[src/rtl/ir_timer_pkg.sv]
/*
  ir_timer_pkg: bank D offsets, control field positions, reset values,
  modes and prescale codes for the byte timer and word timer capture block.
  Assumes a single system clock and an 8-bit register file port.
*/
package ir_timer_pkg;

  localparam logic [7:0] BANK_POINTER_ADDR = 8'hfd;
  localparam logic [3:0] BANK_D_SEL        = 4'hd;
  localparam logic [3:0] BANK_NORMAL       = 4'h0;
  localparam logic [3:0] EXP_WINDOW_HI     = 4'h0;

  localparam logic [3:0] OFF_BT_CONTROL    = 4'h0;
  localparam logic [3:0] OFF_SHARED_CTRL   = 4'h1;
  localparam logic [3:0] OFF_BT_LOW_HOLD   = 4'h4;
  localparam logic [3:0] OFF_BT_HIGH_HOLD  = 4'h5;
  localparam logic [3:0] OFF_WT_HOLD_LO    = 4'h6;
  localparam logic [3:0] OFF_WT_HOLD_HI    = 4'h7;
  localparam logic [3:0] OFF_WT_CAP_LO     = 4'h8;
  localparam logic [3:0] OFF_WT_CAP_HI     = 4'h9;
  localparam logic [3:0] OFF_BT_CAP_LO     = 4'ha;
  localparam logic [3:0] OFF_BT_CAP_HI     = 4'hb;

  localparam int CTL_RUN      = 7;
  localparam int CTL_ONESHOT  = 6;
  localparam int CTL_FLAG     = 5;
  localparam int CTL_PSC_HI   = 4;
  localparam int CTL_PSC_LO   = 3;
  localparam int CTL_CAP_IE   = 2;
  localparam int CTL_TO_IE    = 1;
  localparam int CTL_ROUTE    = 0;

  localparam int SHR_MODE     = 7;
  localparam int SHR_EDGE_HI  = 5;
  localparam int SHR_EDGE_LO  = 4;
  // shared control bits kept over stop-mode recovery
  localparam logic [7:0] SHR_SMR_KEEP = 8'h30;

  localparam logic [7:0]  BYTE_ZERO  = 8'h00;
  localparam logic [7:0]  BYTE_ONES  = 8'hff;
  localparam logic [7:0]  BYTE_ONE   = 8'h01;
  localparam logic [15:0] WORD_ZERO  = 16'h0000;
  localparam logic [15:0] WORD_ONE   = 16'h0001;

  typedef enum logic [1:0] {
    PSC_DIV1,
    PSC_DIV2,
    PSC_DIV4,
    PSC_DIV8
  } prescale_t;

  localparam logic [2:0] DIV2_MASK = 3'h1;
  localparam logic [2:0] DIV4_MASK = 3'h3;
  localparam logic [2:0] DIV8_MASK = 3'h7;
  localparam logic [2:0] DIV_ZERO  = 3'h0;
  localparam logic [2:0] DIV_STEP  = 3'h1;

  localparam logic [1:0] EDGE_FALL = 2'h0;
  localparam logic [1:0] EDGE_RISE = 2'h1;
  localparam logic [1:0] EDGE_BOTH = 2'h2;

endpackage

[src/rtl/timer_prescaler.sv]
/*
  timer_prescaler: free-running divider giving a one-cycle tick at the
  system clock rate divided by 1, 2, 4 or 8.
  Assumes the select comes from a register on the same clock.
*/
`timescale 1ns/10ps
`default_nettype none
module timer_prescaler
  import ir_timer_pkg::*;
(
  input  wire logic       clk,
  input  wire logic       rst_n,
  input  wire logic [1:0] sel,
  output logic            tick
);

  logic [2:0] div_q;
  logic [2:0] div_mask;

  // free running, so the first tick after a start is not aligned
  always_ff @(posedge clk or negedge rst_n) begin
    if (!rst_n) begin
      div_q <= DIV_ZERO;
    end else begin
      div_q <= div_q + DIV_STEP;
    end
  end

  assign div_mask = (sel == PSC_DIV2) ? DIV2_MASK :
                    (sel == PSC_DIV4) ? DIV4_MASK :
                    (sel == PSC_DIV8) ? DIV8_MASK : DIV_ZERO;
  assign tick     = ((div_q & div_mask) == DIV_ZERO);

endmodule
`default_nettype wire

[src/rtl/ir_timer_capture_control.sv]
/*
  ir_timer_capture_control: byte timer control, level hold and capture
  registers plus word timer hold and capture bytes, reached through the
  bank pointer in the expanded bank space.
  Assumes a CPU register port on clk and an asynchronous capture pin.
*/
`timescale 1ns/10ps
`default_nettype none
module ir_timer_capture_control
  import ir_timer_pkg::*;
(
  input  wire logic       clk,
  input  wire logic       rst_n,
  input  wire logic       stop_recovery,
  input  wire logic [7:0] reg_addr,
  input  wire logic       reg_wr,
  input  wire logic       reg_rd,
  input  wire logic [7:0] reg_wdata,
  output logic [7:0]      reg_rdata,
  output logic            reg_hit,
  input  wire logic       capture_in,
  input  wire logic       port_out_data,
  output logic            timer_output_pin,
  output logic            capture_irq,
  output logic            timeout_irq
);

  function automatic logic [7:0] reload_value(input logic lvl, input logic [7:0] lo,
                                              input logic [7:0] hi);
    reload_value = lvl ? hi : lo;
  endfunction

  logic [7:0]  bank_pointer_q;
  logic        run_q, oneshot_q, flag_q, cap_ie_q, to_ie_q, route_q;
  logic [1:0]  prescale_q;
  logic [7:0]  shared_ctrl_q;
  logic [7:0]  low_hold_q, high_hold_q, wt_hold_lo_q, wt_hold_hi_q;
  logic [7:0]  cap_lo_q, cap_hi_q, wt_cap_lo_q, wt_cap_hi_q;
  logic [7:0]  count_q;
  logic [15:0] word_count_q;
  logic        out_q, pin_q;
  logic        sync1_q, sync2_q, level_q;
  logic [7:0]  rdata_q;

  logic        in_bank_d, bp_sel, ctrl_wr, shr_wr, tick, demod, terminal;
  logic        rise, fall, edge_seen, start;
  logic [3:0]  off;
  logic [7:0]  ctrl_view, rd_mux;

  // bank D replaces the low sixteen registers
  assign off       = reg_addr[3:0];
  assign in_bank_d = (reg_addr[7:4] == EXP_WINDOW_HI)
                  && (bank_pointer_q[3:0] == BANK_D_SEL);
  assign bp_sel    = (reg_addr == BANK_POINTER_ADDR);
  assign ctrl_wr   = reg_wr && in_bank_d && (off == OFF_BT_CONTROL);
  assign shr_wr    = reg_wr && in_bank_d && (off == OFF_SHARED_CTRL);
  assign demod     = shared_ctrl_q[SHR_MODE];
  assign start     = ctrl_wr && reg_wdata[CTL_RUN] && !run_q;

  assign ctrl_view = {run_q, oneshot_q, flag_q, prescale_q, cap_ie_q, to_ie_q, route_q};

  assign reg_hit = bp_sel || (in_bank_d && (off <= OFF_BT_CAP_HI)
                   && (off != 4'h2) && (off != 4'h3));

  always_comb begin
    rd_mux = BYTE_ZERO;
    if (bp_sel) begin
      rd_mux = bank_pointer_q;
    end else if (in_bank_d) begin
      case (off)
        OFF_BT_CONTROL:   rd_mux = ctrl_view;
        OFF_SHARED_CTRL:  rd_mux = shared_ctrl_q;
        OFF_BT_LOW_HOLD:  rd_mux = low_hold_q;
        OFF_BT_HIGH_HOLD: rd_mux = high_hold_q;
        OFF_WT_HOLD_LO:   rd_mux = wt_hold_lo_q;
        OFF_WT_HOLD_HI:   rd_mux = wt_hold_hi_q;
        OFF_WT_CAP_LO:    rd_mux = wt_cap_lo_q;
        OFF_WT_CAP_HI:    rd_mux = wt_cap_hi_q;
        OFF_BT_CAP_LO:    rd_mux = cap_lo_q;
        OFF_BT_CAP_HI:    rd_mux = cap_hi_q;
        default:          rd_mux = BYTE_ZERO;
      endcase
    end
  end

  always_ff @(posedge clk or negedge rst_n) begin
    if (!rst_n) begin
      rdata_q <= BYTE_ZERO;
    end else if (reg_rd) begin
      rdata_q <= rd_mux;
    end
  end
  assign reg_rdata = rdata_q;

  // prescaled tick, free running
  timer_prescaler u_prescaler (
    .clk   (clk),
    .rst_n (rst_n),
    .sel   (prescale_q),
    .tick  (tick)
  );

  // capture pin synchroniser, then edge detection on the clean copy
  always_ff @(posedge clk or negedge rst_n) begin
    if (!rst_n) begin
      sync1_q <= 1'b0;
      sync2_q <= 1'b0;
      level_q <= 1'b0;
    end else begin
      sync1_q <= capture_in;
      sync2_q <= sync1_q;
      level_q <= sync2_q;
    end
  end

  assign rise      = sync2_q && !level_q;
  assign fall      = !sync2_q && level_q;
  assign edge_seen = demod && run_q && (
                     ((shared_ctrl_q[SHR_EDGE_HI:SHR_EDGE_LO] == EDGE_FALL) && fall) ||
                     ((shared_ctrl_q[SHR_EDGE_HI:SHR_EDGE_LO] == EDGE_RISE) && rise) ||
                     ((shared_ctrl_q[SHR_EDGE_HI:SHR_EDGE_LO] == EDGE_BOTH) && (rise || fall)));

  assign terminal  = run_q && tick && !start && (demod ? (count_q == BYTE_ONES)
                                                       : (count_q == BYTE_ZERO));

  // bank pointer
  always_ff @(posedge clk or negedge rst_n) begin
    if (!rst_n) begin
      bank_pointer_q <= BYTE_ZERO;
    end else if (reg_wr && bp_sel) begin
      bank_pointer_q <= reg_wdata;
    end
  end

  // control bits cleared by both resets
  always_ff @(posedge clk or negedge rst_n) begin
    if (!rst_n) begin
      run_q     <= 1'b0;
      oneshot_q <= 1'b0;
      route_q   <= 1'b0;
    end else if (stop_recovery) begin
      run_q     <= 1'b0;
      oneshot_q <= 1'b0;
      route_q   <= 1'b0;
    end else if (ctrl_wr) begin
      run_q     <= reg_wdata[CTL_RUN];
      oneshot_q <= reg_wdata[CTL_ONESHOT];
      route_q   <= reg_wdata[CTL_ROUTE];
    end else if (terminal && oneshot_q && !demod) begin
      run_q     <= 1'b0;
    end
  end

  // control bits kept over stop recovery
  always_ff @(posedge clk or negedge rst_n) begin
    if (!rst_n) begin
      flag_q     <= 1'b0;
      prescale_q <= PSC_DIV1;
      cap_ie_q   <= 1'b0;
      to_ie_q    <= 1'b0;
    end else begin
      if (terminal) begin
        flag_q <= 1'b1;
      end else if (ctrl_wr && reg_wdata[CTL_FLAG]) begin
        flag_q <= 1'b0;
      end
      if (ctrl_wr) begin
        prescale_q <= reg_wdata[CTL_PSC_HI:CTL_PSC_LO];
        cap_ie_q   <= reg_wdata[CTL_CAP_IE];
        to_ie_q    <= reg_wdata[CTL_TO_IE];
      end
    end
  end

  always_ff @(posedge clk or negedge rst_n) begin
    if (!rst_n) begin
      shared_ctrl_q <= BYTE_ZERO;
    end else if (stop_recovery) begin
      shared_ctrl_q <= shared_ctrl_q & SHR_SMR_KEEP;
    end else if (shr_wr) begin
      shared_ctrl_q <= reg_wdata;
    end
  end

  // hold registers, software owned
  always_ff @(posedge clk or negedge rst_n) begin
    if (!rst_n) begin
      low_hold_q   <= BYTE_ZERO;
      high_hold_q  <= BYTE_ZERO;
      wt_hold_lo_q <= BYTE_ZERO;
      wt_hold_hi_q <= BYTE_ZERO;
    end else if (reg_wr && in_bank_d) begin
      if (off == OFF_BT_LOW_HOLD)  low_hold_q   <= reg_wdata;
      if (off == OFF_BT_HIGH_HOLD) high_hold_q  <= reg_wdata;
      if (off == OFF_WT_HOLD_LO)   wt_hold_lo_q <= reg_wdata;
      if (off == OFF_WT_HOLD_HI)   wt_hold_hi_q <= reg_wdata;
    end
  end

  // byte timer: down-counter in transmit, up-counter in demodulation
  always_ff @(posedge clk or negedge rst_n) begin
    if (!rst_n) begin
      count_q <= BYTE_ZERO;
      out_q   <= 1'b0;
    end else if (start) begin
      count_q <= demod ? BYTE_ZERO : low_hold_q;
      out_q   <= 1'b0;
    end else if (edge_seen) begin
      count_q <= BYTE_ZERO;
    end else if (terminal && !demod) begin
      count_q <= reload_value(!out_q, low_hold_q, high_hold_q);
      out_q   <= !out_q;
    end else if (run_q && tick) begin
      count_q <= demod ? count_q + BYTE_ONE : count_q - BYTE_ONE;
    end
  end

  // word timer measures in system clocks between capture edges
  always_ff @(posedge clk or negedge rst_n) begin
    if (!rst_n) begin
      word_count_q <= WORD_ZERO;
    end else if (start || edge_seen) begin
      word_count_q <= WORD_ZERO;
    end else if (run_q && demod) begin
      word_count_q <= word_count_q + WORD_ONE;
    end
  end

  // capture registers only change on an edge, never by a write
  always_ff @(posedge clk or negedge rst_n) begin
    if (!rst_n) begin
      cap_lo_q    <= BYTE_ZERO;
      cap_hi_q    <= BYTE_ZERO;
      wt_cap_lo_q <= BYTE_ZERO;
      wt_cap_hi_q <= BYTE_ZERO;
    end else if (edge_seen) begin
      if (level_q) begin
        cap_hi_q <= count_q;
      end else begin
        cap_lo_q <= count_q;
      end
      wt_cap_hi_q <= word_count_q[15:8];
      wt_cap_lo_q <= word_count_q[7:0];
    end
  end

  // requests in the recognition cycle
  assign capture_irq = edge_seen && cap_ie_q;
  assign timeout_irq = terminal && to_ie_q;

  always_ff @(posedge clk or negedge rst_n) begin
    if (!rst_n) begin
      pin_q <= 1'b0;
    end else begin
      pin_q <= route_q ? out_q : port_out_data;
    end
  end
  assign timer_output_pin = pin_q;
endmodule
`default_nettype wire

[config.mk]
export PLATFORM = sky130hd
export DESIGN_NAME = ir_timer_capture_control
export DESIGN_NICKNAME = d
export VERILOG_FILES = /design/src/rtl/ir_timer_pkg.sv /design/src/rtl/timer_prescaler.sv /design/src/rtl/ir_timer_capture_control.sv
export SDC_FILE = /design/constraint.sdc
export NUM_CORES = 1
export LEC_CHECK = 0
export BUFFER_PORTS_ARGS = -buffer_cell sky130_fd_sc_hd__buf_2
export CORE_ASPECT_RATIO = 1.1
export CORE_MARGIN = 2
export CORE_UTILIZATION = 55
export DETAILED_ROUTE_END_ITERATION = 8
export HOLD_SLACK_MARGIN = 0.03
export PLACE_DENSITY = 0.76
export SYNTH_ARGS = -nofsm -noshare
export SYNTH_HDL_FRONTEND = slang
export SYNTH_HIERARCHICAL = 1
export SYNTH_SLANG_ARGS = --single-unit
[constraint.sdc]
create_clock -name clk -period 2.4 [get_ports clk]
set_input_delay 0.36 -clock clk [delete_from_list [all_inputs] [get_ports clk]]
set_output_delay 0.36 -clock clk [all_outputs]
set_load 0.02 [all_outputs]
==> metrics.yaml, run 1 <==
outcome: "completed"
grt_pass1_wl_mm: 28.8
skew_ns: 0.00939
clkPwrFrac_pct: 51.7
switching_share_pct: 21.5
synth_area_um2: 6540
cts_inserted_buffers: 17
antenna_left: 0
p_int_mw: 3.93
path_class: "reg -> out"
cp_top_family: "flip-flops"
grtUsageTotal_pct: 30.0
setup_viol: 0
maxSlewHeadroom_pct: 65.1
core-area_um2: 11500
drt_iter0_drc: 346
cts_max_path_buffers: 2
drt_wl_total_mm: 17.9
final_max_slew_viol_count: 0
yosysMostFrequentCell: "dfrtp_1"
switchingPower_mw: 1.07
hold_class: "in -> reg"
layout_min_cycle_time_ns: 2.33
place.gp.congestion: 0.934
cp_slowest_cell: "dfrtp_1"
multi_input_area_um2: 3220
startpoint_type: "flop"
initial_utilization_pct: 56.7
min_period_over_period_pct: 97.2
ir_drop_mv: 0.468
layout-drive-gt1-share_pct: 28.9
seq_area_um2: 3210
crit_fanout: 4
utilization_pct: 67.3
grt_antenna_before_repair: 0
worst-path-buf-inv: 3
synth_edf_count: 0
io-pin-count: 35
syn_nets: 653
rows: 41
hold_violations: 0
drc: 0
leakage_nw: 3.66
arrival_ns: 1.97
clk_pin_slew_ns: 0.05
worstPathCellList: "inv_1 > ha_1 > inv_1 > a211o_1 > and3_1 > buf_2"
comb_power_share_pct: 4.7
diodes: 0
ys_seq_area_share_pct: 48.9
worst_pin_slew_ns: 0.524
grt_max_degree: 52
yosys_warnings: 6
syn_inst: 619
place_area_um2: 7130
r2r_setup_slack_ns: 0.07
synth_top_cells_by_count: "dfrtp_1, mux2_2, nand2_1"
synthToLayoutAreaGrowth_pct: 18.8
die-width_um: 108
whs_ns: 0.0498
synth.distinct_cells: 58
fill_cells: 890
synth_top_area_share_pct: 48.9
crit_required_ns: 2.04
cts_tree: "yes"
seqPwrFrac_pct: 43.6
cts_max_level: 4
synth_top_cells_by_area: "dfrtp_1, mux2_2, mux2i_1, nand2_1, o21ai_0"
path_common_cell: "inv_1"
slowest_delay_ns: 0.38
rsz0062_at_grt: "false"
clock_latency_ns: 0.42
hpwl_mm: 12.6
wire_per_inst_um: 21.2
async_reset_ff_share_pct: 100
p_per_area_nw_per_um2: 644
yosys.area.top_type: "dfrtp_1"
fp.dieH_um: 118
cts-root-buf: "clkbuf_16"
vias: 5208
first_pass_iters: 8
synth_area_per_cell_um2: 10.6
max_freq_mhz: 429
portBuffers: 34
die-area_um2: 12800
ys.flop_type: "dfrtp_1"
grt_overflow: 0
via_per_inst: 6.14
ys_ff_latch: 128
design.final.nets: 722
postLayoutCellArea_um2: 7770
cp-end-kind: "primary output"
maxCapViolCount: 0
grt_pass1_vias: 5358
clock-sinks: 128
-- worst paths after layout --
check	cells after the start	from	endpoint
worst max-delay path	6	sync2_q	capture_irq
worst min-delay path	1	capture_in	sync1_q
worst max register to register	6	bank_pointer_q[1]	word_count_q[15]
worst min register to register	0	sync1_q	sync2_q
max in group asynchronous	3	rst_n	shared_ctrl_q[7]
min in group asynchronous	2	rst_n	bank_pointer_q[3]
-- state kept, by name, summed over array words and instances, names as in the netlist, 2 cells and up --
signal / cells
word_count_q: 16
wt_hold_hi_q: 8
u_prescaler/div_q: 3
wt_hold_lo_q: 8
wt_cap_hi_q: 8
high_hold_q: 8
wt_cap_lo_q: 8
cap_lo_q: 8
low_hold_q: 8
count_q: 8
prescale_q: 2
bank_pointer_q: 8
shared_ctrl_q: 8
reg_rdata: 8
cap_hi_q: 8
-- cell usage in the layout, fill, tap and decap left out, drive strengths merged, types with 4 or more instances in the layout --
| master | instances |
|---|---|
| clkbuf | 22 |
| o21ai | 44 |
| xor2 | 9 |
| nand3 | 19 |
| nor3 | 9 |
| xnor2 | 5 |
| nand2b | 6 |
| a221oi | 9 |
| mux2i | 25 |
| ha | 10 |
| and3 | 14 |
| mux2 | 79 |
| nand4 | 10 |
| a211oi | 8 |
| inv | 14 |
| clkinv | 4 |
| nand2 | 64 |
| a21oi | 24 |
| nor2 | 47 |
| a31oi | 5 |
| dfrtp | 128 |
| and2 | 4 |
| a22oi | 6 |
| buf | 76 |
| nor2b | 7 |
| or2 | 4 |
-- cells by family (layout without fill, tap and decap cells) --
logic type,Yosys count,in the layout,share of synthesized area [%]
XOR/XNOR,14,14,1.87
buffers and inverters,41,120,2.54
AND/OR/NAND/NOR,198,198,15.1
multiplexers,104,104,17.4
adder cells (fa/ha/maj),11,11,2.22
flip-flops,128,128,48.9
AO/OA/AOI/OAI,123,123,11.9
-- power groups by stage --
| stage | combinational (mW) | sequential, mW | clock, mW |
|---|---|---|---|
| 5_1_grt | 0.260 | 2.19 | 2.70 |
| 3_3_place_gp | 0.224 | 2.22 | 0 |
| 2_1_floorplan | 0.0866 | 2.23 | 0 |
| 4_1_cts | 0.234 | 2.19 | 2.59 |
| 3_5_place_dp | 0.229 | 2.22 | 0 |
| 6_report | 0.237 | 2.19 | 2.59 |
-- worst register-to-register path, stage by stage (launching register included) --
cell and delay (ns):
dfrtp_1 0.37, or4b_4 0.50, or4_4 0.50, and2_4 0.21, nor2_2 0.15, nand3_1 0.13
mux2_1 0.35
-- area by class of cell --
| class | instances | share of cell area (%) |
|---|---|---|
| Clock buffer | 22 | 6.10 |
| Clock inverter | 7 | 1.42 |
| Inverter | 14 | 0.676 |
| Multi-Input combinational cell | 450 | 41.4 |
| Sequential cell | 128 | 41.3 |
| Tap cell | 150 | 2.41 |
| Timing Repair Buffer | 77 | 6.73 |
-- per-layer routing --
layer | vias to the layer above | wire length (um) | GRT usage, %
li1 | 2382 | - | -
met2 | 213 | 8770 | 47.8
met4 | 0 | 732 | 15.6
met1 | 2554 | 7250 | 37.5
met5 | - | 0 | 0
met3 | 59 | 1180 | 7.39
-- metrics by stage --
stage                     setup WS, ns  cells  setup TNS (ns)  total power, mW
after floorplan                 0.0112    619               0             2.32
after global placement          -0.113    818           -1.92             2.45
after detailed placement        -0.186    818           -2.59             2.45
after CTS                       0.0178    848               0             5.01
after global routing           0.00679    848               0             5.15
final                           0.0682    848               0             5.01
-- timing repair --
action                                  CTS  global route
cloned                                    0             0
endpoints found under the setup margin    4            39
resized for setup                         3             8
endpoints found under the hold margin    35             0
buffers inserted                          0             0
pin swaps                                 1             0
hold buffers                              1             0
No activity file was read; power rests on OpenSTA's default activity.
==> inputs of run 2 (changes only) <==
--- a/config.mk
+++ b/config.mk
@@ -8,10 +8,10 @@
 export BUFFER_PORTS_ARGS = -buffer_cell sky130_fd_sc_hd__buf_2
 export CORE_ASPECT_RATIO = 1.1
 export CORE_MARGIN = 2
-export CORE_UTILIZATION = 55
+export CORE_UTILIZATION = 61
 export DETAILED_ROUTE_END_ITERATION = 8
 export HOLD_SLACK_MARGIN = 0.03
-export PLACE_DENSITY = 0.76
+export PLACE_DENSITY = 0.8
 export SYNTH_ARGS = -nofsm -noshare
 export SYNTH_HDL_FRONTEND = slang
 export SYNTH_HIERARCHICAL = 1
==> constraint.sdc (replaced) <==
create_clock -name clk -period 2.48 [get_ports clk]
set_input_delay 0.372 -clock clk [delete_from_list [all_inputs] [get_ports clk]]
set_output_delay 0.372 -clock clk [all_outputs]
set_load 0.02 [all_outputs]
==> run 2 against run 1 <==
Compared with the run above: global-route usage is 3.2 points higher; critical path depth is 1 lower; combinational power is 5% lower; worst hold slack worse by 0.0089 ns; sequential cell count stayed put; critical endpoint is now timeout_irq; clock power is 6% lower; sequential share of layout area is 0.19 points higher; cell area is 0.56% lower; critical path type unchanged.
==> metrics.yaml, run 2 (synthesis results as in run 1) <==
grt_pass1_vias: 5513  # +2.9%
initial_utilization_pct: 62.7  # +6.0 points
hold_violations: 0  # unchanged
cts-root-buf: "clkbuf_16"
skew_ns: 0.0132  # +0.00385 ns
cts_tree: "yes"
worst_pin_slew_ns: 0.603  # +0.0793 ns
setup-tns-final_ns: 0  # unchanged
postLayoutCellArea_um2: 7730  # -0.56%
largest_register_ffs: 16  # unchanged
startpoint_type: "flop"
place.gp.congestion: 0.995  # +6.5%
worstPathCellList: "buf_4 > nand4_1 > o31ai_1 > and3_1 > buf_2"
cts_inserted_buffers: 17  # unchanged
rsz0062_at_grt: "true"
path_class: "reg -> out"
crit_required_ns: 2.11  # +0.07 ns
diodes: 0  # unchanged
io-pin-count: 35  # unchanged
maxSlewHeadroom_pct: 59.7  # -5.4 points
via_per_inst: 6.39  # +4.1%
antenna_left: 0  # unchanged
place_area_um2: 7110  # -0.39%
grt_antenna_before_repair: 0  # unchanged
vias: 5382  # +3.3%
cp_top_family: "flip-flops"
drc: 0  # unchanged
drt_iter0_drc: 488  # +41%
clock-sinks: 128  # unchanged
synthToLayoutAreaGrowth_pct: 18.1
fp.dieH_um: 113  # -4.9%
outcome: "completed"
crit_fanout: 5  # +1
die-width_um: 103  # -4.9%
final_max_slew_viol_count: 0  # unchanged
leakage_nw: 3.63  # -0.85%
clock_latency_ns: 0.43  # about the same
slowest_delay_ns: 0.51  # +0.13 ns
design.final.nets: 720  # -0.28%
cts_max_level: 4  # unchanged
largest-register: "word_count_q"
cts_max_path_buffers: 2  # unchanged
layout-drive-gt1-share_pct: 28.8  # -0.18 points
post_cts_buffers: 0  # unchanged
max_freq_mhz: 409
drt_wl_total_mm: 18.2  # +1.3%
die-area_um2: 11600  # -9.5%
cp_slowest_cell: "dfrtp_1"
setup_viol: 0  # unchanged
grt_overflow: 0  # unchanged
layout_min_cycle_time_ns: 2.45
hpwl_mm: 12.7  # +1.0%
clk_pin_slew_ns: 0.06  # about the same
portBuffers: 34  # unchanged
p_per_area_nw_per_um2: 618  # -4.1%
maxCapViolCount: 0  # unchanged
min_period_over_period_pct: 98.7
fill_cells: 766  # -14%
arrival_ns: 2.08  # +0.11 ns
hold_class: "in -> reg"
first_pass_iters: 8  # unchanged
layout_common_cells: "dfrtp_1, mux2_2, nand2_1, o21ai_0, nor2_1"
worst-path-buf-inv: 2  # -1
cp-end-kind: "primary output"
wire_per_inst_um: 21.6  # +2.0%
whs_ns: 0.0410  # -0.00885 ns
rows: 39  # -4.9%
layout_commonest_cell: "dfrtp_1"
ir_drop_mv: 0.604  # +29%
grt_pass1_wl_mm: 28.7  # -0.41%
core-area_um2: 10400  # -9.5%
grt_max_degree: 56  # +7.7%
grtUsageTotal_pct: 33.2  # +3.2 points
## run 2: per-stage QoR
step	setup WS, ns	std cells	power (mW)	utilization [%]
6_report	0.0329	842	4.78	74.0
5_1_grt	-0.0385	842	4.91	74.0
4_1_cts	0.0223	842	4.78	73.7
3_5_place_dp	-0.104	809	2.37	68.1
3_3_place_gp	-0.0739	809	2.36	68.1
2_1_floorplan	0.0641	619	2.24	-
## run 2: worst register-to-register path: stages, from the launching register on
cell and delay [ns]:
dfrtp_1 0.39, or4b_1 0.53, or4_4 0.52, and2_4 0.21, nor2_2 0.16, nand3_1 0.13, mux2_1 0.35
## run 2: timing repair
| item | CTS | global route |
|---|---|---|
| hold buffers | 1 | 0 |
| endpoints found under the setup margin | 0 | 15 |
| hold endpoints to repair | 23 | 0 |
| gates resized for setup | 0 | 7 |
## run 2: per-layer routing
| layer | track usage, % | up-vias | part of all wire (%) |
|---|---|---|---|
| li1 | - | 2383 | - |
| met1 | 43.0 | 2655 | 40 |
| met2 | 51.9 | 274 | 48 |
| met3 | 7.29 | 70 | 7.4 |
| met4 | 18.0 | 0 | 4.7 |
| met5 | 0 | - | 0 |
## run 2: path summary, 6_finish.rpt
path / cells after the start / slack [ns] / endpoint / start
min in group asynchronous: 2 / 0.40 / bank_pointer_q[7] / rst_n
min: 1 / 0.04 / sync1_q / capture_in
max in group asynchronous: 3 / 1.39 / wt_cap_hi_q[3] / rst_n
max reg2reg: 6 / 0.07 / word_count_q[15] / bank_pointer_q[1]
min reg2reg: 0 / 0.37 / sync2_q / sync1_q
max: 5 / 0.03 / timeout_irq / shared_ctrl_q[7]
## run 2: report_power, final
group          internal (mW)  leakage, nW  switching, mW  total, mW
clock network           1.50        0.275          0.938       2.44
logic                 0.0641         1.64          0.160      0.224
registers               2.10         1.72        0.00901       2.11
## run 2: final cells by class
| type | instances | area (um^2) | share of cell area (%) |
|---|---|---|---|
| Timing Repair Buffer | 75 | 508 | 6.57 |
| Clock inverter | 13 | 140 | 1.81 |
| Inverter | 14 | 52.6 | 0.680 |
| Clock buffer | 19 | 443 | 5.73 |
| Multi-Input combinational cell | 450 | 3200 | 41.5 |
| Tap cell | 143 | 179 | 2.31 |
| Sequential cell | 128 | 3200 | 41.4 |
